### config.mk
export PLATFORM = sky130hd
export DESIGN_NAME = line_ctl_regs
export DESIGN_NICKNAME = d
export VERILOG_FILES = /design/src/design/line_ctl_pkg.sv /design/src/design/threshold_cmp.sv /design/src/design/line_ctl_regs.sv
export SDC_FILE = /design/constraint.sdc
export NUM_CORES = 1
export LEC_CHECK = 0
export BUFFER_PORTS_ARGS = -buffer_cell sky130_fd_sc_hd__buf_2
export CORE_AREA = 2 2 132 134
export CTS_CLUSTER_DIAMETER = 200
export DETAILED_ROUTE_END_ITERATION = 6
export DIE_AREA = 0 0 134 136
export PLACE_DENSITY_LB_ADDON = 0.2
export SYNTH_ARGS = -nofsm -noshare
export SYNTH_HDL_FRONTEND = slang
export SYNTH_SLANG_ARGS = --single-unit
### constraint.sdc
create_clock -name ref_clk_i -period 4.46 [get_ports ref_clk_i]
set_input_delay 1.115 -clock ref_clk_i [delete_from_list [all_inputs] [get_ports ref_clk_i]]
set_output_delay 1.115 -clock ref_clk_i [all_outputs]
set_load 0.1 [all_outputs]
### src/design/line_ctl_pkg.sv
/*
 Constants for the line-side control and threshold interrupt register slice.
 Assumes a single 50 MHz clock and a plain address/strobe register port.
*/
package line_ctl_pkg;
	localparam int ADDR_W = 6;
	localparam logic [5:0] OFS_CTRL4 = 6'h1F;
	localparam logic [5:0] OFS_RSVD_FIRST = 6'h20;
	localparam logic [5:0] OFS_RSVD_LAST = 6'h2A;
	localparam logic [5:0] OFS_THRESH = 6'h2B;
	localparam logic [5:0] OFS_IRQ_CTRL = 6'h2C;
	localparam logic [5:0] OFS_AUX_CTRL = 6'h30;
	localparam int POS_FOH_LO = 5;
	localparam int POS_HANGUP_SPEED_SEL_B = 3;
	localparam int POS_RX_CORNER_SEL = 1;
	localparam int POS_ZERO_CLAMP_DISABLE = 0;
	localparam logic [7:0] CTRL4_WMASK = 8'h6B;
	localparam int POS_FLAG = 3;
	localparam int POS_SRC = 2;
	localparam int POS_MASK = 1;
	localparam int POS_DIR = 0;
	localparam int POS_AUX_SEIZE = 0;
	localparam int POS_AUX_OHS = 1;
	localparam int POS_AUX_SQ_LO = 2;
	localparam int POS_AUX_GLOBAL_IRQ_EN = 4;
	localparam logic [1:0] FOH_RESET = 2'h1;
	localparam logic [7:0] THRESH_RESET = 8'h00;
	localparam logic [7:0] CLAMP_VOLTS = 8'h03;
	localparam int CLK_MHZ = 50;
	localparam int FOH_MS_0 = 512;
	localparam int FOH_MS_1 = 128;
	localparam int FOH_MS_2 = 64;
	localparam int FOH_MS_3 = 8;
	localparam int HANGUP_FAST_US = 500;
	localparam int HANGUP_MID_US = 3000;
	localparam int HANGUP_SLOW_US = 26000;
	localparam int FOH_CYC_0 = FOH_MS_0 * 1000 * CLK_MHZ;
	localparam int FOH_CYC_1 = FOH_MS_1 * 1000 * CLK_MHZ;
	localparam int FOH_CYC_2 = FOH_MS_2 * 1000 * CLK_MHZ;
	localparam int FOH_CYC_3 = FOH_MS_3 * 1000 * CLK_MHZ;
	localparam int HANGUP_FAST_CYC = HANGUP_FAST_US * CLK_MHZ - 1;
	localparam int HANGUP_MID_CYC = HANGUP_MID_US * CLK_MHZ;
	localparam int HANGUP_SLOW_CYC = HANGUP_SLOW_US * CLK_MHZ;
	typedef enum logic [2:0] {
		HOOK_ON = 3'b001,
		HOOK_SEIZE = 3'b010,
		HOOK_RELEASE = 3'b100
	} hook_state_e;
endpackage : line_ctl_pkg

### src/design/threshold_cmp.sv
/*
 Threshold compare of one 8-bit reading, with absolute value for signed readings.
 Assumes readings are stable in the clock domain.
*/
`timescale 1ns/100ps
module threshold_cmp
(
	input wire logic [7:0] reading_i,
	input wire logic is_signed_i,
	input wire logic [7:0] threshold_i,
	input wire logic rise_i,
	output logic hit_o
);
	logic [7:0] mag;

	always_comb
	begin
		// two's complement magnitude for the voltage reading
		if (is_signed_i && reading_i[7])
			mag = 8'(~reading_i + 8'h01);
		else
			mag = reading_i;
		if (rise_i)
			hit_o = mag > threshold_i;
		else
			hit_o = mag < threshold_i;
	end
endmodule : threshold_cmp

### src/design/line_ctl_regs.sv
/*
 Register slice: control 4, reserved block, monitor threshold and its interrupt control,
 plus one hook timing counter. Assumes synchronous readings and a strobe register port.
*/
`timescale 1ns/100ps
module line_ctl_regs
#(
	parameter int FOH_CYC_0_P = line_ctl_pkg::FOH_CYC_0,
	// shorter lengths keep the longest one's scale, so one override retimes all four
	parameter int FOH_CYC_1_P = FOH_CYC_0_P / line_ctl_pkg::FOH_MS_0 * line_ctl_pkg::FOH_MS_1,
	parameter int FOH_CYC_2_P = FOH_CYC_0_P / line_ctl_pkg::FOH_MS_0 * line_ctl_pkg::FOH_MS_2,
	parameter int FOH_CYC_3_P = FOH_CYC_0_P / line_ctl_pkg::FOH_MS_0 * line_ctl_pkg::FOH_MS_3,
	parameter int HANGUP_MID_P = line_ctl_pkg::HANGUP_MID_CYC,
	parameter int HANGUP_SLOW_P = line_ctl_pkg::HANGUP_SLOW_CYC
)
(
	input wire logic ref_clk_i,
	input wire logic reset_n_i,
	input wire logic [line_ctl_pkg::ADDR_W-1:0] addr_i,
	input wire logic [7:0] wdata_i,
	input wire logic wr_i,
	input wire logic rd_i,
	output logic [7:0] rdata_o,
	input wire logic [7:0] loop_amp_reading_i,
	input wire logic [7:0] line_volt_raw_i,
	output logic [7:0] line_volt_reading_o,
	output logic rx_corner_sel_o,
	output logic line_seize_o,
	output logic offhook_done_o,
	output logic hangup_done_o,
	output logic irq_o
);
	import line_ctl_pkg::*;

	logic [1:0] fast_offhook_len_sel;
	logic hangup_speed_sel_a;
	logic hangup_speed_sel_b;
	logic [1:0] spark_quench_sel;
	logic line_seize_ctl;
	logic rx_corner_sel;
	logic zero_clamp_disable;
	logic [7:0] monitor_threshold;
	logic threshold_crossed_flag;
	logic monitor_source_sel;
	logic threshold_irq_mask;
	logic threshold_direction;
	logic global_irq_en;
	logic [7:0] line_volt_reading;
	logic [7:0] selected;
	logic hit;
	logic hit_q;
	logic trigger;
	logic [31:0] count;
	logic [31:0] offhook_target;
	logic [31:0] hangup_target;
	hook_state_e hook_state;
	hook_state_e next_hook_state;
	logic wr_ctrl;
	logic wr_thresh;
	logic wr_irq;
	logic wr_aux;
	logic seize_prev;

	assign wr_ctrl = wr_i && (addr_i == OFS_CTRL4);
	assign wr_thresh = wr_i && (addr_i == OFS_THRESH);
	assign wr_irq = wr_i && (addr_i == OFS_IRQ_CTRL);
	assign wr_aux = wr_i && (addr_i == OFS_AUX_CTRL);

	// control 4: only writable fields stored, reserved bits have no flops
	always_ff @(posedge ref_clk_i or negedge reset_n_i)
	begin
		if (!reset_n_i)
		begin
			fast_offhook_len_sel <= FOH_RESET;
			hangup_speed_sel_b <= 1'b0;
			rx_corner_sel <= 1'b0;
			zero_clamp_disable <= 1'b0;
		end
		else if (wr_ctrl)
		begin
			fast_offhook_len_sel <= wdata_i[POS_FOH_LO+1:POS_FOH_LO];
			hangup_speed_sel_b <= wdata_i[POS_HANGUP_SPEED_SEL_B];
			rx_corner_sel <= wdata_i[POS_RX_CORNER_SEL];
			zero_clamp_disable <= wdata_i[POS_ZERO_CLAMP_DISABLE];
		end
	end

	// bits that live elsewhere in the device, gathered here
	always_ff @(posedge ref_clk_i or negedge reset_n_i)
	begin
		if (!reset_n_i)
		begin
			line_seize_ctl <= 1'b0;
			hangup_speed_sel_a <= 1'b0;
			spark_quench_sel <= 2'h0;
			global_irq_en <= 1'b0;
		end
		else if (wr_aux)
		begin
			line_seize_ctl <= wdata_i[POS_AUX_SEIZE];
			hangup_speed_sel_a <= wdata_i[POS_AUX_OHS];
			spark_quench_sel <= wdata_i[POS_AUX_SQ_LO+1:POS_AUX_SQ_LO];
			global_irq_en <= wdata_i[POS_AUX_GLOBAL_IRQ_EN];
		end
	end

	always_ff @(posedge ref_clk_i or negedge reset_n_i)
	begin
		if (!reset_n_i)
			monitor_threshold <= THRESH_RESET;
		else if (wr_thresh)
			monitor_threshold <= wdata_i;
	end

	always_ff @(posedge ref_clk_i or negedge reset_n_i)
	begin
		if (!reset_n_i)
		begin
			monitor_source_sel <= 1'b0;
			threshold_irq_mask <= 1'b0;
			threshold_direction <= 1'b0;
		end
		else if (wr_irq)
		begin
			monitor_source_sel <= wdata_i[POS_SRC];
			threshold_irq_mask <= wdata_i[POS_MASK];
			threshold_direction <= wdata_i[POS_DIR];
		end
	end

	// clamp low voltages to zero unless disabled
	always_comb
	begin
		logic [7:0] mag;
		mag = line_volt_raw_i[7] ? 8'(~line_volt_raw_i + 8'h01) : line_volt_raw_i;
		if (!zero_clamp_disable && mag <= CLAMP_VOLTS)
			line_volt_reading = 8'h00;
		else
			line_volt_reading = line_volt_raw_i;
	end

	assign selected = monitor_source_sel ? line_volt_reading : loop_amp_reading_i;

	threshold_cmp u_cmp
	(
		.reading_i(selected),
		.is_signed_i(monitor_source_sel),
		.threshold_i(monitor_threshold),
		.rise_i(threshold_direction),
		.hit_o(hit)
	);

	// edge of the compare: a crossing, not a steady level, is the event
	assign trigger = hit && !hit_q;

	always_ff @(posedge ref_clk_i or negedge reset_n_i)
	begin
		if (!reset_n_i)
			hit_q <= 1'b0;
		else
			hit_q <= hit;
	end

	// set wins over a same-cycle clear
	always_ff @(posedge ref_clk_i or negedge reset_n_i)
	begin
		if (!reset_n_i)
			threshold_crossed_flag <= 1'b0;
		else if (trigger)
			threshold_crossed_flag <= 1'b1;
		else if (wr_irq && !wdata_i[POS_FLAG])
			threshold_crossed_flag <= 1'b0;
	end

	always_ff @(posedge ref_clk_i or negedge reset_n_i)
	begin
		if (!reset_n_i)
			irq_o <= 1'b0;
		else
			irq_o <= threshold_crossed_flag && threshold_irq_mask && global_irq_en;
	end

	always_comb
	begin
		case (fast_offhook_len_sel)
			2'h0: offhook_target = 32'(FOH_CYC_0_P);
			2'h1: offhook_target = 32'(FOH_CYC_1_P);
			2'h2: offhook_target = 32'(FOH_CYC_2_P);
			default: offhook_target = 32'(FOH_CYC_3_P);
		endcase
	end

	// unlisted combinations fall back to the fastest release
	always_comb
	begin
		if (hangup_speed_sel_a && spark_quench_sel == 2'h3)
			hangup_target = 32'(HANGUP_SLOW_P);
		else if (!hangup_speed_sel_a && hangup_speed_sel_b && spark_quench_sel == 2'h0)
			hangup_target = 32'(HANGUP_MID_P);
		else
			hangup_target = 32'(HANGUP_FAST_CYC);
	end

	always_comb
	begin
		next_hook_state = hook_state;
		case (hook_state)
			HOOK_ON:
				if (line_seize_ctl)
					next_hook_state = HOOK_SEIZE;
			HOOK_SEIZE:
				if (!line_seize_ctl)
					next_hook_state = HOOK_RELEASE;
			HOOK_RELEASE:
				if (line_seize_ctl)
					next_hook_state = HOOK_SEIZE;
				else if (loop_amp_reading_i == 8'h00 && count >= hangup_target)
					next_hook_state = HOOK_ON;
			default:
				next_hook_state = HOOK_ON;
		endcase
	end

	always_ff @(posedge ref_clk_i or negedge reset_n_i)
	begin
		if (!reset_n_i)
			hook_state <= HOOK_ON;
		else
			hook_state <= next_hook_state;
	end

	always_ff @(posedge ref_clk_i or negedge reset_n_i)
	begin
		if (!reset_n_i)
			seize_prev <= 1'b0;
		else
			seize_prev <= line_seize_ctl;
	end

	// one counter serves both phases; restarted on each seize change
	always_ff @(posedge ref_clk_i or negedge reset_n_i)
	begin
		if (!reset_n_i)
			count <= 32'h0000_0000;
		else if (line_seize_ctl != seize_prev)
			count <= 32'h0000_0000;
		else if (count != 32'hFFFF_FFFF)
			count <= count + 32'h0000_0001;
	end

	always_ff @(posedge ref_clk_i or negedge reset_n_i)
	begin
		if (!reset_n_i)
		begin
			offhook_done_o <= 1'b0;
			hangup_done_o <= 1'b0;
		end
		else
		begin
			offhook_done_o <= hook_state == HOOK_SEIZE && line_seize_ctl == seize_prev
				&& count >= offhook_target;
			hangup_done_o <= hook_state == HOOK_RELEASE && next_hook_state == HOOK_ON;
		end
	end

	always_ff @(posedge ref_clk_i or negedge reset_n_i)
	begin
		if (!reset_n_i)
		begin
			line_volt_reading_o <= 8'h00;
			rx_corner_sel_o <= 1'b0;
			line_seize_o <= 1'b0;
		end
		else
		begin
			line_volt_reading_o <= line_volt_reading;
			rx_corner_sel_o <= rx_corner_sel;
			line_seize_o <= line_seize_ctl;
		end
	end

	// reserved and unmapped addresses read zero
	always_ff @(posedge ref_clk_i or negedge reset_n_i)
	begin
		if (!reset_n_i)
			rdata_o <= 8'h00;
		else if (rd_i)
		begin
			case (addr_i)
				OFS_CTRL4:
					rdata_o <= {1'b0, fast_offhook_len_sel, 1'b0, hangup_speed_sel_b, 1'b0,
						rx_corner_sel, zero_clamp_disable} & CTRL4_WMASK;
				OFS_THRESH:
					rdata_o <= monitor_threshold;
				OFS_IRQ_CTRL:
					rdata_o <= {4'h0, threshold_crossed_flag, monitor_source_sel,
						threshold_irq_mask, threshold_direction};
				OFS_AUX_CTRL:
					rdata_o <= {3'h0, global_irq_en, spark_quench_sel, hangup_speed_sel_a, line_seize_ctl};
				default:
					rdata_o <= 8'h00;
			endcase
		end
		else
			rdata_o <= 8'h00;
	end
endmodule : line_ctl_regs

; Word level (Yosys, flattened, before mapping)
; Index checks and enable logic that the tools add are counted.
[word_totals]
regBits = 79
inputBits = 34
out_inout_bits = 21
[classes]
magnitude_cmp = 5
mux = 19
eq_ne = 14
n_bitwise = 2
add_sub_neg = 3
reduce_logical = 26
[ops]
columns = cell, n
row1 = $pmux W25 S3, 1
row2 = $ge A32 B32 Y1, 2
row3 = $mux W32, 2
row4 = $mux W8, 5
row5 = $add A32 B1 Y32 const B, 1
row6 = $ne A32 B32 Y1 const B, 1
row7 = $pmux W8 S4, 1
row8 = $mux W21, 1
row9 = $eq A6 B6 Y1 const B, 3
row10 = $mux W18, 1
row11 = $logic_and A1 B1 Y1, 17
row12 = $add A8 B1 Y8 const B, 2
row13 = $not A8 Y8, 2
row14 = $mux W3, 4
row15 = $pmux W3 S3, 1
row16 = $gt A8 B8 Y1, 1
row17 = $le A8 B2 Y1 const B, 1
row18 = $logic_not A8 Y1, 1
row19 = $lt A8 B8 Y1, 1
row20 = $eq A3 B1 Y1 const B, 2
row21 = $eq A6 B5 Y1 const B, 1
row22 = $eq A2 B2 Y1 const B, 2
row23 = $logic_not A1 Y1, 4
row24 = $logic_not A2 Y1, 2
row25 = 7 further kinds, 10

; Logic depth before layout (Yosys ltp)
; Gate-level depths: netlist (run 1).
[logic_depth]
depth_word = 14
mapped_depth = 20
mapped_depth_nobuf = 19

; Hierarchy
; From an unflattened synthesis (run 1), not the netlist that was laid out.
[hier_totals]
hier_cells = 499
hier_area_um2 = 4946.0
[by_module_without_submodules]
columns = module, cells_each, area_each_um2, instances, seq_area_each_um2
row1 = line_ctl_regs, 450, 4586.9, 1, 1979.4
row2 = threshold_cmp, 49, 359.1, 1, 0.0

; Worst setup path before layout (run 1)
; Ideal clock, no wire load.
[synth_path]
path_type = input-to-reg
start = input line_volt_raw_i[3]
end = register threshold_crossed_flag
n_path_buf = 0
path_slack_ns = 0.245
t_arrival_ns = 4.146
cell_stages = 14
required_ns = 4.391
cell_sequence = or4_1 > o41a_1 > and2_1 > mux2i_1 > ha_1 > o21ai_0 > o311ai_0 > xor2_1 > a21oi_1 > ha_1 > nand4_1 > o21bai_1 > a211o_1 > nand3_1
[synth_via]
elab_chain_len = 14
elab_cells_between_ends = 17
classes_between = add/sub (2) / order compare (3) / mux (6) / bitwise (2) / reduce/logical (4)
[synth_lines]
columns = item, line_no
row1 = from (decl), line_ctl_regs.sv:25  ; input wire logic [7:0] line_volt_raw_i,
row2 = $not A8 Y8, line_ctl_regs.sv:135  ; mag = line_volt_raw_i[7] ? 8'(~line_volt_raw_i + 8'h01) : line_volt_raw_i;
row3 = $add A8 B1 Y8, line_ctl_regs.sv:135
row4 = $mux W8 (*), line_ctl_regs.sv:135
row5 = $le A8 B2 Y1 (*), line_ctl_regs.sv:136  ; if (!zero_clamp_disable && mag <= CLAMP_VOLTS)
row6 = $logic_and A1 B1 Y1 (*), line_ctl_regs.sv:136
row7 = $mux W8 (*), line_ctl_regs.sv:136
row8 = net line_volt_reading[0], line_ctl_regs.sv:48  ; logic [7:0] line_volt_reading;
row9 = $mux W8 (*), line_ctl_regs.sv:142  ; assign selected = monitor_source_sel ? line_volt_reading : loop_amp_reading_i;
row10 = $not A8 Y8, threshold_cmp.sv:20  ; mag = 8'(~reading_i + 8'h01);
row11 = $add A8 B1 Y8, threshold_cmp.sv:20
row12 = $mux W8 (*), threshold_cmp.sv:19  ; if (is_signed_i && reading_i[7])
row13 = $lt A8 B8 Y1 / $gt A8 B8 Y1 (equally long branches), "threshold_cmp.sv:26, threshold_cmp.sv:24"
row14 = $mux W1 (*), threshold_cmp.sv:23  ; if (rise_i)
row15 = $logic_and A1 B1 Y1 (*), line_ctl_regs.sv:154  ; assign trigger = hit && !hit_q;
row16 = $mux W1 / $reduce_bool A2 Y1 (equally long branches), --
row17 = to (signal assigned), line_ctl_regs.sv:168  ; threshold_crossed_flag <= 1'b0;
row18 = to (signal assigned), line_ctl_regs.sv:170  ; threshold_crossed_flag <= 1'b1;
row19 = to (signal assigned), line_ctl_regs.sv:172  ; threshold_crossed_flag <= 1'b0;
row20 = to (decl), line_ctl_regs.sv:43  ; logic threshold_crossed_flag;
; The timed path passes the listed nets; every way through them passes the cells marked *.
; A chain may end at the register's enable or synchronous reset.

; Worst setup path after layout (run 1)
; Ends and elaborated chain as after synthesis.

==> summary.txt, run 1 <==
Outcome
  – Run status: complete, no violations

Clock network
  – CTS root buffer: clkbuf_16
  – CTS H-tree depth: 3
  – Reg clk slew, reported paths: roughly 0.060 ns
  – Max clock buf depth: 2
  – Clock Sinks: 79
  – Num CTS Buffers: 9
  – CTS tree: done
  – Post-CTS setup buffer count: 0
  – Worst-Skew Late Latency: 0.35 ns

Synthesis
  – Netlist Area Pre-Place: approximately 5000 um2
  – Synth warn: 0
  – Async SR Flop Fraction: 100%
  – Number of distinct library cells after synthesis: between 50 and 60
  – Post-synth top flop: dfrtp_1
  – Synth area leaders: dfrtp_1 (39%), ha_1 (12%), mux2_2 (5.0%)
  – Sequential area share after synthesis: about two fifths
  – Post-synthesis sequential element count: a little under 80
  – Share of Yosys cell area claimed by the top area cell type: 38.7%
  – Post-synth EDFFs: 0
  – Cell taking the most area after synthesis: dfrtp_1
  – Syn nets: between 600 and 700
  – Syn Inst Count: about 530
  – Syn_area_per_cell: around 9.5 um2

Final layout
  – Area Growth Syn to Fin: 17.6%
  – Filler cell count: ~1700
  – Ant. Diodes: 0
  – Share of layout cells above drive strength 1: 19.9%
  – Nets: approximately 670

Routing
  – WL/cell: roughly 15 um
  – Vias/cell: 4.91
  – Routed WL: between 10000 and 15000 um
  – Drt drc: 0
  – Vias: between 4000 and 5000
  – Iteration count of the initial detailed-routing pass: 4
  – Post-route ant nets: 0
  – Violation count after the first detailed-route iteration: 150

Place
  – DP Worst Slack: -0.139 ns
  – Final GP Congestion: 0.797
  – PortBufs: between 50 and 60
  – Final HPWL DP: ~9200 um

Global routing
  – First-pass GRT wire length: 20200 um
  – GRT Overall Usage: around 14%
  – Gr ovfl total: 0
  – Vias in the first global route: 3887
  – Initial antenna violation count: 0
  – Largest net degree at the start of global routing: 61

Timing
  – Post-layout minimum cycle time: 4.21 ns
  – WHS: ~0.42 ns
  – Setup TNS: 0 ns
  – Worst-Margin Slew: 1.07 ns
  – Period utilization: approximately 94%
  – Final hold vios: 0
  – Max_slew headroom: around 28%
  – Max Freq: 0.237 GHz
  – Final slew viol count: 0
  – Final setup violating endpoints: 0
  – Setup Skew: between 0.005 and 0.006 ns
  – Unrepaired setup endpoints after global routing: no
  – PnR worst setup slack: 0.248 ns

Setup path
  – Worst endpoint required time: around 4.8 ns
  – Crit-path cells: buf_2 -> or4_1 -> o41a_1 -> and2_1 -> mux2i_2 -> ha_1 -> o21ai_1 -> o311ai_1 -> xor2_1 -> a21oi_1 -> ha_1 -> nand4_1 -> o21bai_2 -> a211o_1 -> nand3_1
  – CP arrival: between 4 and 5 ns
  – Worst path slowest cell: or4_1
  – Kind of critical path: input pin to register
  – CP dominant cell by count: ha_1
  – Critical path endpoint category: register
  – Critical Path Start Type: input pin
  – Critical path's largest stage delay: between 0.5 and 0.6 ns
  – R2R Setup Slk: between 0.9 and 1 ns
  – Worst Path Max Fanout: 3

Pwr
  – Leak: 2.64 nW
  – Maximum vdd ir drop: ~190 uV
  – Power density cells: 340 nW/um2
  – Power, Total: between 0.0015 and 0.002 W

Floorplanning
  – I/O pins: between 50 and 60
  – Die height: approximately 140 um
  – Die W: 134 um
  – Site Rows: 48
  – Initial Util: approximately 30%
  – Die area: around 18000 um2
  – Placeable Area: 16900 um2

Job
  – Max_cap viols: 0

Hold path
  – Min-delay worst type: register to register
-- path summary, 6_finish.rpt --
| check | start | to | cells past startpoint |
|---|---|---|---|
| setup / recovery | line_volt_raw_i[3] | threshold_crossed_flag | 15 |
| hold / removal | rx_corner_sel | rx_corner_sel_o | 0 |
| setup reg to reg | spark_quench_sel[0] | hangup_done_o | 10 |
| hold reg to reg | rx_corner_sel | rx_corner_sel_o | 0 |
| max in group asynchronous | reset_n_i | hook_state[0] | 2 |
| min in group asynchronous | reset_n_i | count[2] | 1 |
-- logic make-up (layout without fill, tap and decap cells) --
kind of cell             after synthesis  after routing  share of synthesized area [%]
adder cells (fa/ha/maj)               49             49                           12.3
AND/OR/NAND/NOR                      217            217                           22.4
AO/OA/AOI/OAI                         79             79                           10.8
multiplexers                          25             25                           5.58
XOR/XNOR                              31             31                           5.60
flip-flops                            79             79                           39.7
buffers and inverters                 45            113                           3.57
-- stage by stage --
stage	std cells	util, %	cell area, um2
finish	818	34.7	5860
global route	818	34.7	5860
CTS	818	34.7	5850
detailed placement	802	33.0	5570
global placement	802	33.0	5570
floorplan	525	-	4980
-- synthesized netlist by cell type, drive strengths merged (3+ instances only) --
library cell,number
dfrtp,77
nor2,61
ha,49
nand2,39
inv,31
nor3,28
xnor2,28
nand3,25
mux2,22
a21oi,16
o21ai,14
nand4,11
nor4,10
a22oi,9
clkbuf,9
and2,8
a211oi,5
a21o,5
buf,5
nand2b,5
nor2b,5
o21a,5
a31oi,4
and3,4
and4,4
or4,4
a2111oi,3
a211o,3
mux2i,3
nor3b,3
o311ai,3
or3,3
xor2,3
-- registers in the layout, indices dropped and copies added (netlist names), 2 cells and up --
name and flops:
hook_state 3, monitor_threshold 8, spark_quench_sel 2, fast_offhook_len_sel 2
rdata_o 8, line_volt_reading_o 8, count 32
-- placed cells by master (no fill, tap or decap), drive strengths merged, types with 4 or more instances in the layout --
| cell type | n |
|---|---|
| a211oi | 5 |
| a21o | 5 |
| a21oi | 16 |
| a22oi | 9 |
| a31oi | 4 |
| and2 | 8 |
| and3 | 4 |
| and4 | 4 |
| buf | 66 |
| clkbuf | 10 |
| dfrtp | 77 |
| ha | 49 |
| inv | 34 |
| mux2 | 22 |
| nand2 | 39 |
| nand2b | 5 |
| nand3 | 25 |
| nand4 | 11 |
| nor2 | 61 |
| nor2b | 5 |
| nor3 | 28 |
| nor4 | 10 |
| o21a | 5 |
| o21ai | 14 |
| or4 | 4 |
| xnor2 | 28 |
-- routing by layer --
metal	share of wire (%)	vias to the layer above	track usage [%]
met5	0	-	0
met4	1.6	0	5.26
met3	3.9	14	3.06
met2	47	61	22.7
met1	48	1922	19.0
li1	-	2020	-
-- layout make-up --
type                            instances  area [um2]  share of cell area [%]
Multi-Input combinational cell        401        2840                    48.4
Sequential cell                        79        1980                    33.8
Timing Repair Buffer                   66         363                    6.20
Tap cell                              225         282                    4.81
Clock buffer                           10         229                    3.91
Inverter                               31         116                    1.99
Clock inverter                          6        51.3                   0.876
-- worst max-delay path, delay by kind of cell --
kind | cells | cell delay (ns)
multiplexers | 1 | 0.19
AND/OR/NAND/NOR | 4 | 0.93
adder cells (fa/ha/maj) | 2 | 0.53
AO/OA/AOI/OAI | 6 | 1.40
buffers and inverters | 1 | 0.10
XOR/XNOR | 1 | 0.20
-- timing repair --
item | CTS | global route
resized for setup | 0 | 4
hold buffers | 0 | 0
setup endpoints to repair | 0 | 2
-- where the power goes --
group	internal (W)	switching (W)
Clock	0.000385	0.000324
Sequential	0.000777	0.0000767
Combinational	0.000165	0.000264
Total	0.00133	0.000665
Note: power is estimated with default switching activity, not from simulation.
==> run 2, diff against run 1 <==
- CORE_AREA: 2 2 132 134 -> 2 2 95 97
- DIE_AREA: 0 0 134 136 -> 0 0 97 99
==> run 2 against run 1 <==
Critical endpoint unchanged; first-iteration DRC count increased by 16%; die area decreased by 47%; sequential share of layout area increased by 1.4 points; flip-flop and latch count unchanged; maximum frequency increased by 0.47%; register-to-register slack improved by 0.05 ns; clock-buffer cell count decreased by 1; via count increased by 1.9%; hold slack got worse by 0.011 ns; routed wire length decreased by 7.4%; highest routed layer unchanged; critical path type unchanged.
==> summary.txt, run 2 (synthesis results as in run 1) <==
Setup path
  – Worst Path Max Fanout: 3 (unchanged)
  – Kind of critical path: input pin to register
  – Worst reg2reg startpoint: spark_quench_sel[0]
  – Worst endpoint required time: 4.76 ns (about the same)
  – Worst reg2reg path depth: 10 (unchanged)
  – Critical Path Start Type: input pin
  – Reg-to-reg endpoint: hangup_done_o
  – Critical path endpoint category: register
  – R2R Setup Slk: 1.00 ns (+0.05 ns)
  – CP arrival: 4.49 ns (about the same)

Routing
  – Post-route ant nets: 0 (unchanged)
  – WL/cell: 16.3 um (+8.3%)
  – Vias: 4092 (+1.9%)
  – Vias/cell: 5.85 (+19%)
  – Violation count after the first detailed-route iteration: 174 (+16%)
  – Drt drc: 0 (unchanged)
  – Iteration count of the initial detailed-routing pass: 4 (unchanged)
  – Routed WL: 11400 um (-7.4%)

Timing
  – Max Freq: 0.239 GHz (+0.47%)
  – Unrepaired setup endpoints after global routing: no
  – Max_slew headroom: 32.7% (+4.8 points)
  – Setup Skew: 0.0135 ns (+0.00810 ns)
  – Post-layout minimum cycle time: 4.19 ns (-0.0197 ns)
  – Period utilization: 94.0% (-0.44 points)
  – Setup TNS: 0 ns (unchanged)
  – PnR worst setup slack: 0.268 ns (+0.0197 ns)
  – Final setup violating endpoints: 0 (unchanged)
  – Final slew viol count: 0 (unchanged)
  – Final hold vios: 0 (unchanged)
  – Worst-Margin Slew: 1.01 ns (-0.0584 ns)

Floorplanning
  – Site Rows: 34 (-29%)
  – Initial Util: 58.2% (+29 points)
  – Placeable Area: 8550 um2 (-49%)
  – I/O pins: 55 (unchanged)
  – Die W: 97 um (-28%)
  – Die height: 99 um (-27%)
  – Die area: 9600 um2 (-47%)

Place
  – DP Worst Slack: -0.0889 ns (+0.0504 ns)
  – Final HPWL DP: 8390 um (-8.7%)
  – PortBufs: 54 (unchanged)
  – Final GP Congestion: 0.891 (+12%)

Hold path
  – Min-delay src: rx_corner_sel
  – Hold depth: 0 (unchanged)
  – Min-delay worst type: register to register
  – Min-Delay Endpoint: rx_corner_sel_o

Job
  – Max_cap viols: 0 (unchanged)

Global routing
  – Initial antenna violation count: 0 (unchanged)
  – Vias in the first global route: 4049 (+4.2%)
  – Largest net degree at the start of global routing: 80 (+31%)
  – Gr ovfl total: 0 (unchanged)
  – First-pass GRT wire length: 19200 um (-5.2%)
  – GRT Overall Usage: 24.4% (+10 points)

Clock network
  – CTS Hold Bufs: 0 (unchanged)
  – CTS H-tree depth: 3 (unchanged)
  – Cts repair resizes: 0 (unchanged)
  – Worst-Skew Late Latency: 0.36 ns (about the same)
  – Max clock buf depth: 2 (unchanged)
  – Post-CTS setup buffer count: 0 (unchanged)
  – CTS root buffer: clkbuf_8
  – Num CTS Buffers: 9 (unchanged)
  – Clock Sinks: 79 (unchanged)
  – Reg clk slew, reported paths: 0.10 ns (+0.04 ns)
  – CTS tree: done

Pwr
  – Power density cells: 331 nW/um2 (-2.6%)
  – Maximum vdd ir drop: 289 uV (+53%)
  – Leak: 2.60 nW (-1.5%)

Final layout
  – Core Util, Final: 65.7% (+31 points)
  – Nets: 669 (-0.30%)
  – Most common cell after layout, fill and taps aside: dfrtp_1
  – Area Growth Syn to Fin: 12.8%
  – Ant. Diodes: 0 (unchanged)
  – Filler cell count: 692 (-60%)
  – Most frequent cells in the layout: dfrtp_1 (77), nor2_1 (61), buf_2 (53)
  – Reg with most FFs: count
  – Max reg flops: 32 (unchanged)
  – Share of layout cells above drive strength 1: 19.5% (-0.44 points)

Outcome
  – Run status: complete, no violations
-- run 2: changes by cell type in the layout (fill, tap and decap cells not counted), sizes merged --
cell,before,now
bufinv,0,1
inv,34,35
buf,66,64
clkinv,2,1
clkbuf,10,9
-- run 2: layer usage --
layer	routed length (um)	vias up	track usage [%]
li1	-	2007	-
met1	5280	1995	33.9
met2	5530	79	40.8
met4	110	0	6.28
met5	0	-	0
met3	436	11	3.33
-- run 2: cell type report --
type / instances / area (um2) / area share, %
tap: 108 / 135 / 2.41
clock buffer: 9 / 124 / 2.20
clock inverter: 7 / 86.3 / 1.54
timing repair buffer: 64 / 348 / 6.19
inverter: 31 / 116 / 2.07
sequential: 79 / 1980 / 35.2
multi-input combinational: 401 / 2830 / 50.4
-- run 2: worst max-delay path by stage --
stage                  startpoint                     end
3_3_place_gp   line_volt_raw_i[3]  threshold_crossed_flag
2_1_floorplan  line_volt_raw_i[3]  threshold_crossed_flag
5_1_grt        line_volt_raw_i[3]  threshold_crossed_flag
3_5_place_dp   line_volt_raw_i[3]  threshold_crossed_flag
4_1_cts        line_volt_raw_i[3]  threshold_crossed_flag
6_report       line_volt_raw_i[3]  threshold_crossed_flag
-- run 2: power breakdown --
| group | internal, W | switching (W) |
|---|---|---|
| Sequential | 0.000776 | 0.0000793 |
| Combinational | 0.000163 | 0.000262 |
| Clock | 0.000272 | 0.000309 |
-- run 2: stage by stage --
step / instances / hold slack (ns) / power [W] / cell area [um2]
after floorplan: 525 / 0.369 / 0.00115 / 4980
after global placement: 683 / 0.396 / 0.00127 / 5410
after detailed placement: 683 / 0.391 / 0.00129 / 5410
after CTS: 699 / 0.419 / 0.00187 / 5620
after global routing: 699 / 0.430 / 0.00196 / 5620
final: 699 / 0.411 / 0.00186 / 5620
-- run 2: worst max-delay path, cell delays in order --
cell      delay (ns)
buf_2           0.10
or4_1           0.56
o41a_1          0.34
and2_1          0.17
mux2i_1         0.23
ha_1            0.21
o21ai_0         0.10
o311ai_0        0.37
xor2_1          0.18
a21oi_1         0.08
ha_1            0.32
nand4_1         0.11
o21bai_1        0.21
a211o_1         0.30
nand3_1         0.08
==> run 3, diff against run 2 <==
- ABC_AREA: unset -> 1
- CORE_AREA: 2 2 95 97 -> 2 2 98 100
- DIE_AREA: 0 0 97 99 -> 0 0 100 102
==> run 3 against run 2 <==
Sequential share of layout area fell by 1.7 points; combinational power increased by 8.7%; via count up 22%; global-route usage rose by 3.4 points; non-clock buffer count decreased by 9; routed wire length grew 19%; clock-buffer cell count up 1; first-iteration DRC count increased by 35%; clock skew up 0.0012 ns; critical path type unchanged; largest power group unchanged; highest routed layer unchanged.
==> summary.txt, run 3 <==
Outcome
  – Run status: complete, no violations

Global routing
  – GRT Overall Usage: 27.8% (+3.4 points)
  – Initial antenna violation count: 0 (unchanged)
  – Gr ovfl total: 0 (unchanged)
  – First-pass GRT wire length: 22600 um (+18%)
  – Largest net degree at the start of global routing: 80 (unchanged)
  – Vias in the first global route: 4958 (+22%)

Synthesis
  – Async SR Flop Fraction: 100% (unchanged)
  – Most common library cells after synthesis: nand2_1 (168), inv_1 (98), nor2_1 (86)
  – Syn_area_per_cell: 7.46 um2 (-21%)
  – Post-synth top flop: dfrtp_1
  – Syn Inst Count: 717 (+37%)
  – Number of distinct library cells after synthesis: 42 (-29%)
  – Most common cell in the netlist: nand2_1
  – Netlist Area Pre-Place: 5350 um2 (+7.4%)
  – Share of Yosys cell area claimed by the top area cell type: 36.0% (-2.7 points)
  – Post-synthesis sequential element count: 79 (unchanged)
  – Post-synth EDFFs: 0 (unchanged)
  – Sequential area share after synthesis: 37.0% (-2.8 points)
  – Synth area leaders: dfrtp_1 (36%), nand2_1 (12%), ha_1 (11%)
  – Cell taking the most area after synthesis: dfrtp_1
  – Syn nets: 800 (+32%)
  – Synth warn: 0 (unchanged)

Floorplanning
  – Site Rows: 35 (+2.9%)
  – I/O pins: 55 (unchanged)
  – Die height: 102 um (+3.0%)
  – Die W: 100 um (+3.1%)
  – Initial Util: 58.7% (+0.50 points)
  – Placeable Area: 9110 um2 (+6.5%)
  – Die area: 10200 um2 (+6.2%)

Pwr
  – Combinational share of power: 25.5% (+2.7 points)
  – Sw frac: 37.6% (+2.7 points)
  – Sw Pwr: 0.000681 W (+4.8%)
  – Register share of total power: 46.1% (about the same)
  – Leak: 2.96 nW (+14%)
  – Maximum vdd ir drop: 233 uV (-19%)
  – Power density cells: 306 nW/um2 (-7.5%)
  – Int Pwr: 0.00113 W (-6.7%)
  – Clock Power Share: 28.4% (-2.8 points)

Routing
  – Met3 Routed Length: 649 um (+49%)
  – Met2 wire len: 6640 um (+20%)
  – WL/cell: 15.1 um (-7.1%)
  – Violation count after the first detailed-route iteration: 235 (+35%)
  – Post-route ant nets: 0 (unchanged)
  – Iteration count of the initial detailed-routing pass: 5 (+1)
  – Vias/cell: 5.61 (-4.2%)
  – Metal-1 WL: 5750 um (+8.8%)
  – Drt drc: 0 (unchanged)
  – Top Metal Used: met4
  – Vias: 5005 (+22%)
  – Routed WL: 13500 um (+19%)

Timing
  – Max_slew headroom: 33.9% (+1.2 points)
  – Final hold vios: 0 (unchanged)
  – Worst-Margin Slew: 0.991 ns (-0.0177 ns)
  – Post-layout minimum cycle time: 3.64 ns (-0.556 ns)
  – Setup Skew: 0.0146 ns (+0.00116 ns)
  – Unrepaired setup endpoints after global routing: no
  – Setup TNS: 0 ns (unchanged)
  – Max Freq: 0.275 GHz (+15%)
  – Final setup violating endpoints: 0 (unchanged)
  – Final slew viol count: 0 (unchanged)
  – Period utilization: 81.5% (-12 points)

Place
  – PortBufs: 54 (unchanged)
  – Post-DP Area: 5730 um2 (+6.0%)
  – Final GP Congestion: 0.936 (+5.0%)
  – Dpl cells: 876 (+28%)
  – Final HPWL DP: 10400 um (+24%)

Final layout
  – Nets: 859 (+28%)
  – Most frequent cells in the layout: nand2_1 (168), inv_1 (98), nor2_1 (86)
  – Ant. Diodes: 0 (unchanged)
  – Area Growth Syn to Fin: 10.5%
  – Post-route cell area: 5910 um2 (+5.2%)
  – Most common cell after layout, fill and taps aside: nand2_1
  – Share of layout cells above drive strength 1: 12.8% (-6.7 points)
  – Max reg flops: 32 (unchanged)
  – Reg with most FFs: count
  – Final Non-Filler Cells: 892 (+28%)

Setup path
  – Critical path's largest stage delay: 0.26 ns (-0.30 ns)
  – CP arrival: 3.87 ns (-0.62 ns)
  – Worst path slowest cell: ha_1
  – Worst Path Max Fanout: 12 (+9)
  – Critical Path Start Type: input pin
  – R2R Setup Slk: 1.65 ns (+0.65 ns)
  – Critical path endpoint category: register
  – Kind of critical path: input pin to register
  – Worst endpoint required time: 4.70 ns (-0.06 ns)
  – CP dominant cell by count: nand2_1

Clock network
  – CTS tree: done
  – Max clock buf depth: 2 (unchanged)
  – CTS root buffer: clkbuf_8
  – Clock Sinks: 79 (unchanged)
  – Cts repair resizes: 0 (unchanged)
  – Num CTS Buffers: 9 (unchanged)
  – CTS Hold Bufs: 0 (unchanged)
  – CTS H-tree depth: 3 (unchanged)
  – Post-CTS setup buffer count: 0 (unchanged)
  – Worst-Skew Late Latency: 0.37 ns (about the same)
  – Reg clk slew, reported paths: 0.09 ns (about the same)

Job
  – Max_cap viols: 0 (unchanged)

Hold path
  – Min-delay worst type: register to register
==> run 3: cell types whose count changed in the layout (fill, tap and decap cells not counted), moves of 8 or more <==
cell	change
and2_1	-8
inv_1	+67
a22oi_1	-9
mux2_2	-22
nor2_1	+25
o21ai_0	+27
nand2_1	+129
o21ai_1	+12
o31ai_1	+8
xnor2_1	-26
nand3_1	+13
a21oi_1	+17
buf_4	-9
==> run 3: per-stage QoR <==
| stage | power [W] | setup WS [ns] | hold slack [ns] | utilization (%) |
|---|---|---|---|---|
| final | 0.00181 | 0.823 | 0.428 | 64.9 |
| after global routing | 0.00192 | 0.493 | 0.450 | 64.9 |
| after CTS | 0.00182 | 0.872 | 0.422 | 64.9 |
| after detailed placement | 0.00131 | 0.475 | 0.405 | 62.9 |
| after global placement | 0.00129 | 0.657 | 0.410 | 62.9 |
| after floorplan | 0.00116 | 0.898 | 0.375 | - |
==> run 3: metal layers <==
layer / vias to the layer above / GRT usage [%]
met5: - / 0
met1: 2344 / 34.5
met4: 0 / 11.6
met3: 36 / 4.17
met2: 148 / 48.9
li1: 2477 / -
==> run 3: final cells by class <==
class                   instances  area [um2]
clock buffers                  10         128
clock inverters                 6        52.6
fillers                       830        3200
inverters                     102         383
multi-input cells             529        2950
flip-flops and latches         79        1980
well taps                     111         139
repair buffers                 55         280
==> run 3: worst paths after layout <==
path                               startpoint  cells past startpoint                endpoint
max                        line_volt_raw_i[1]                     27  threshold_crossed_flag
min                             rx_corner_sel                      0         rx_corner_sel_o
max reg2reg                monitor_source_sel                     18  threshold_crossed_flag
min reg2reg                     rx_corner_sel                      0         rx_corner_sel_o
max in group asynchronous           reset_n_i                      1              rdata_o[2]
min in group asynchronous           reset_n_i                      1                count[4]
==> run 3: power groups by stage <==
stage | registers (W) | clock network [W] | logic, W
detailed placement | 0.000847 | 0 | 0.000460
finish | 0.000835 | 0.000514 | 0.000462
CTS | 0.000833 | 0.000522 | 0.000461
global route | 0.000843 | 0.000554 | 0.000525
global placement | 0.000846 | 0 | 0.000441
floorplan | 0.000882 | 0 | 0.000281
==> run 3: cell families after synthesis <==
logic type               Yosys count  synth area share (%)
AO/OA/AOI/OAI                    106                  10.9
XOR/XNOR                          10                  1.78
adder cells (fa/ha/maj)           49                  11.5
buffers and inverters            109                  7.88
flip-flops                        79                  37.0
AND/OR/NAND/NOR                  364                  31.0
==> run 3: worst max-delay path, delay by kind of cell <==
kind	cells	cell delay, ns
and+or+nand+nor	17	1.58
adders and majority gates	3	0.61
buffers and inverters	4	0.29
AOI/OAI and AO/OA	3	0.27
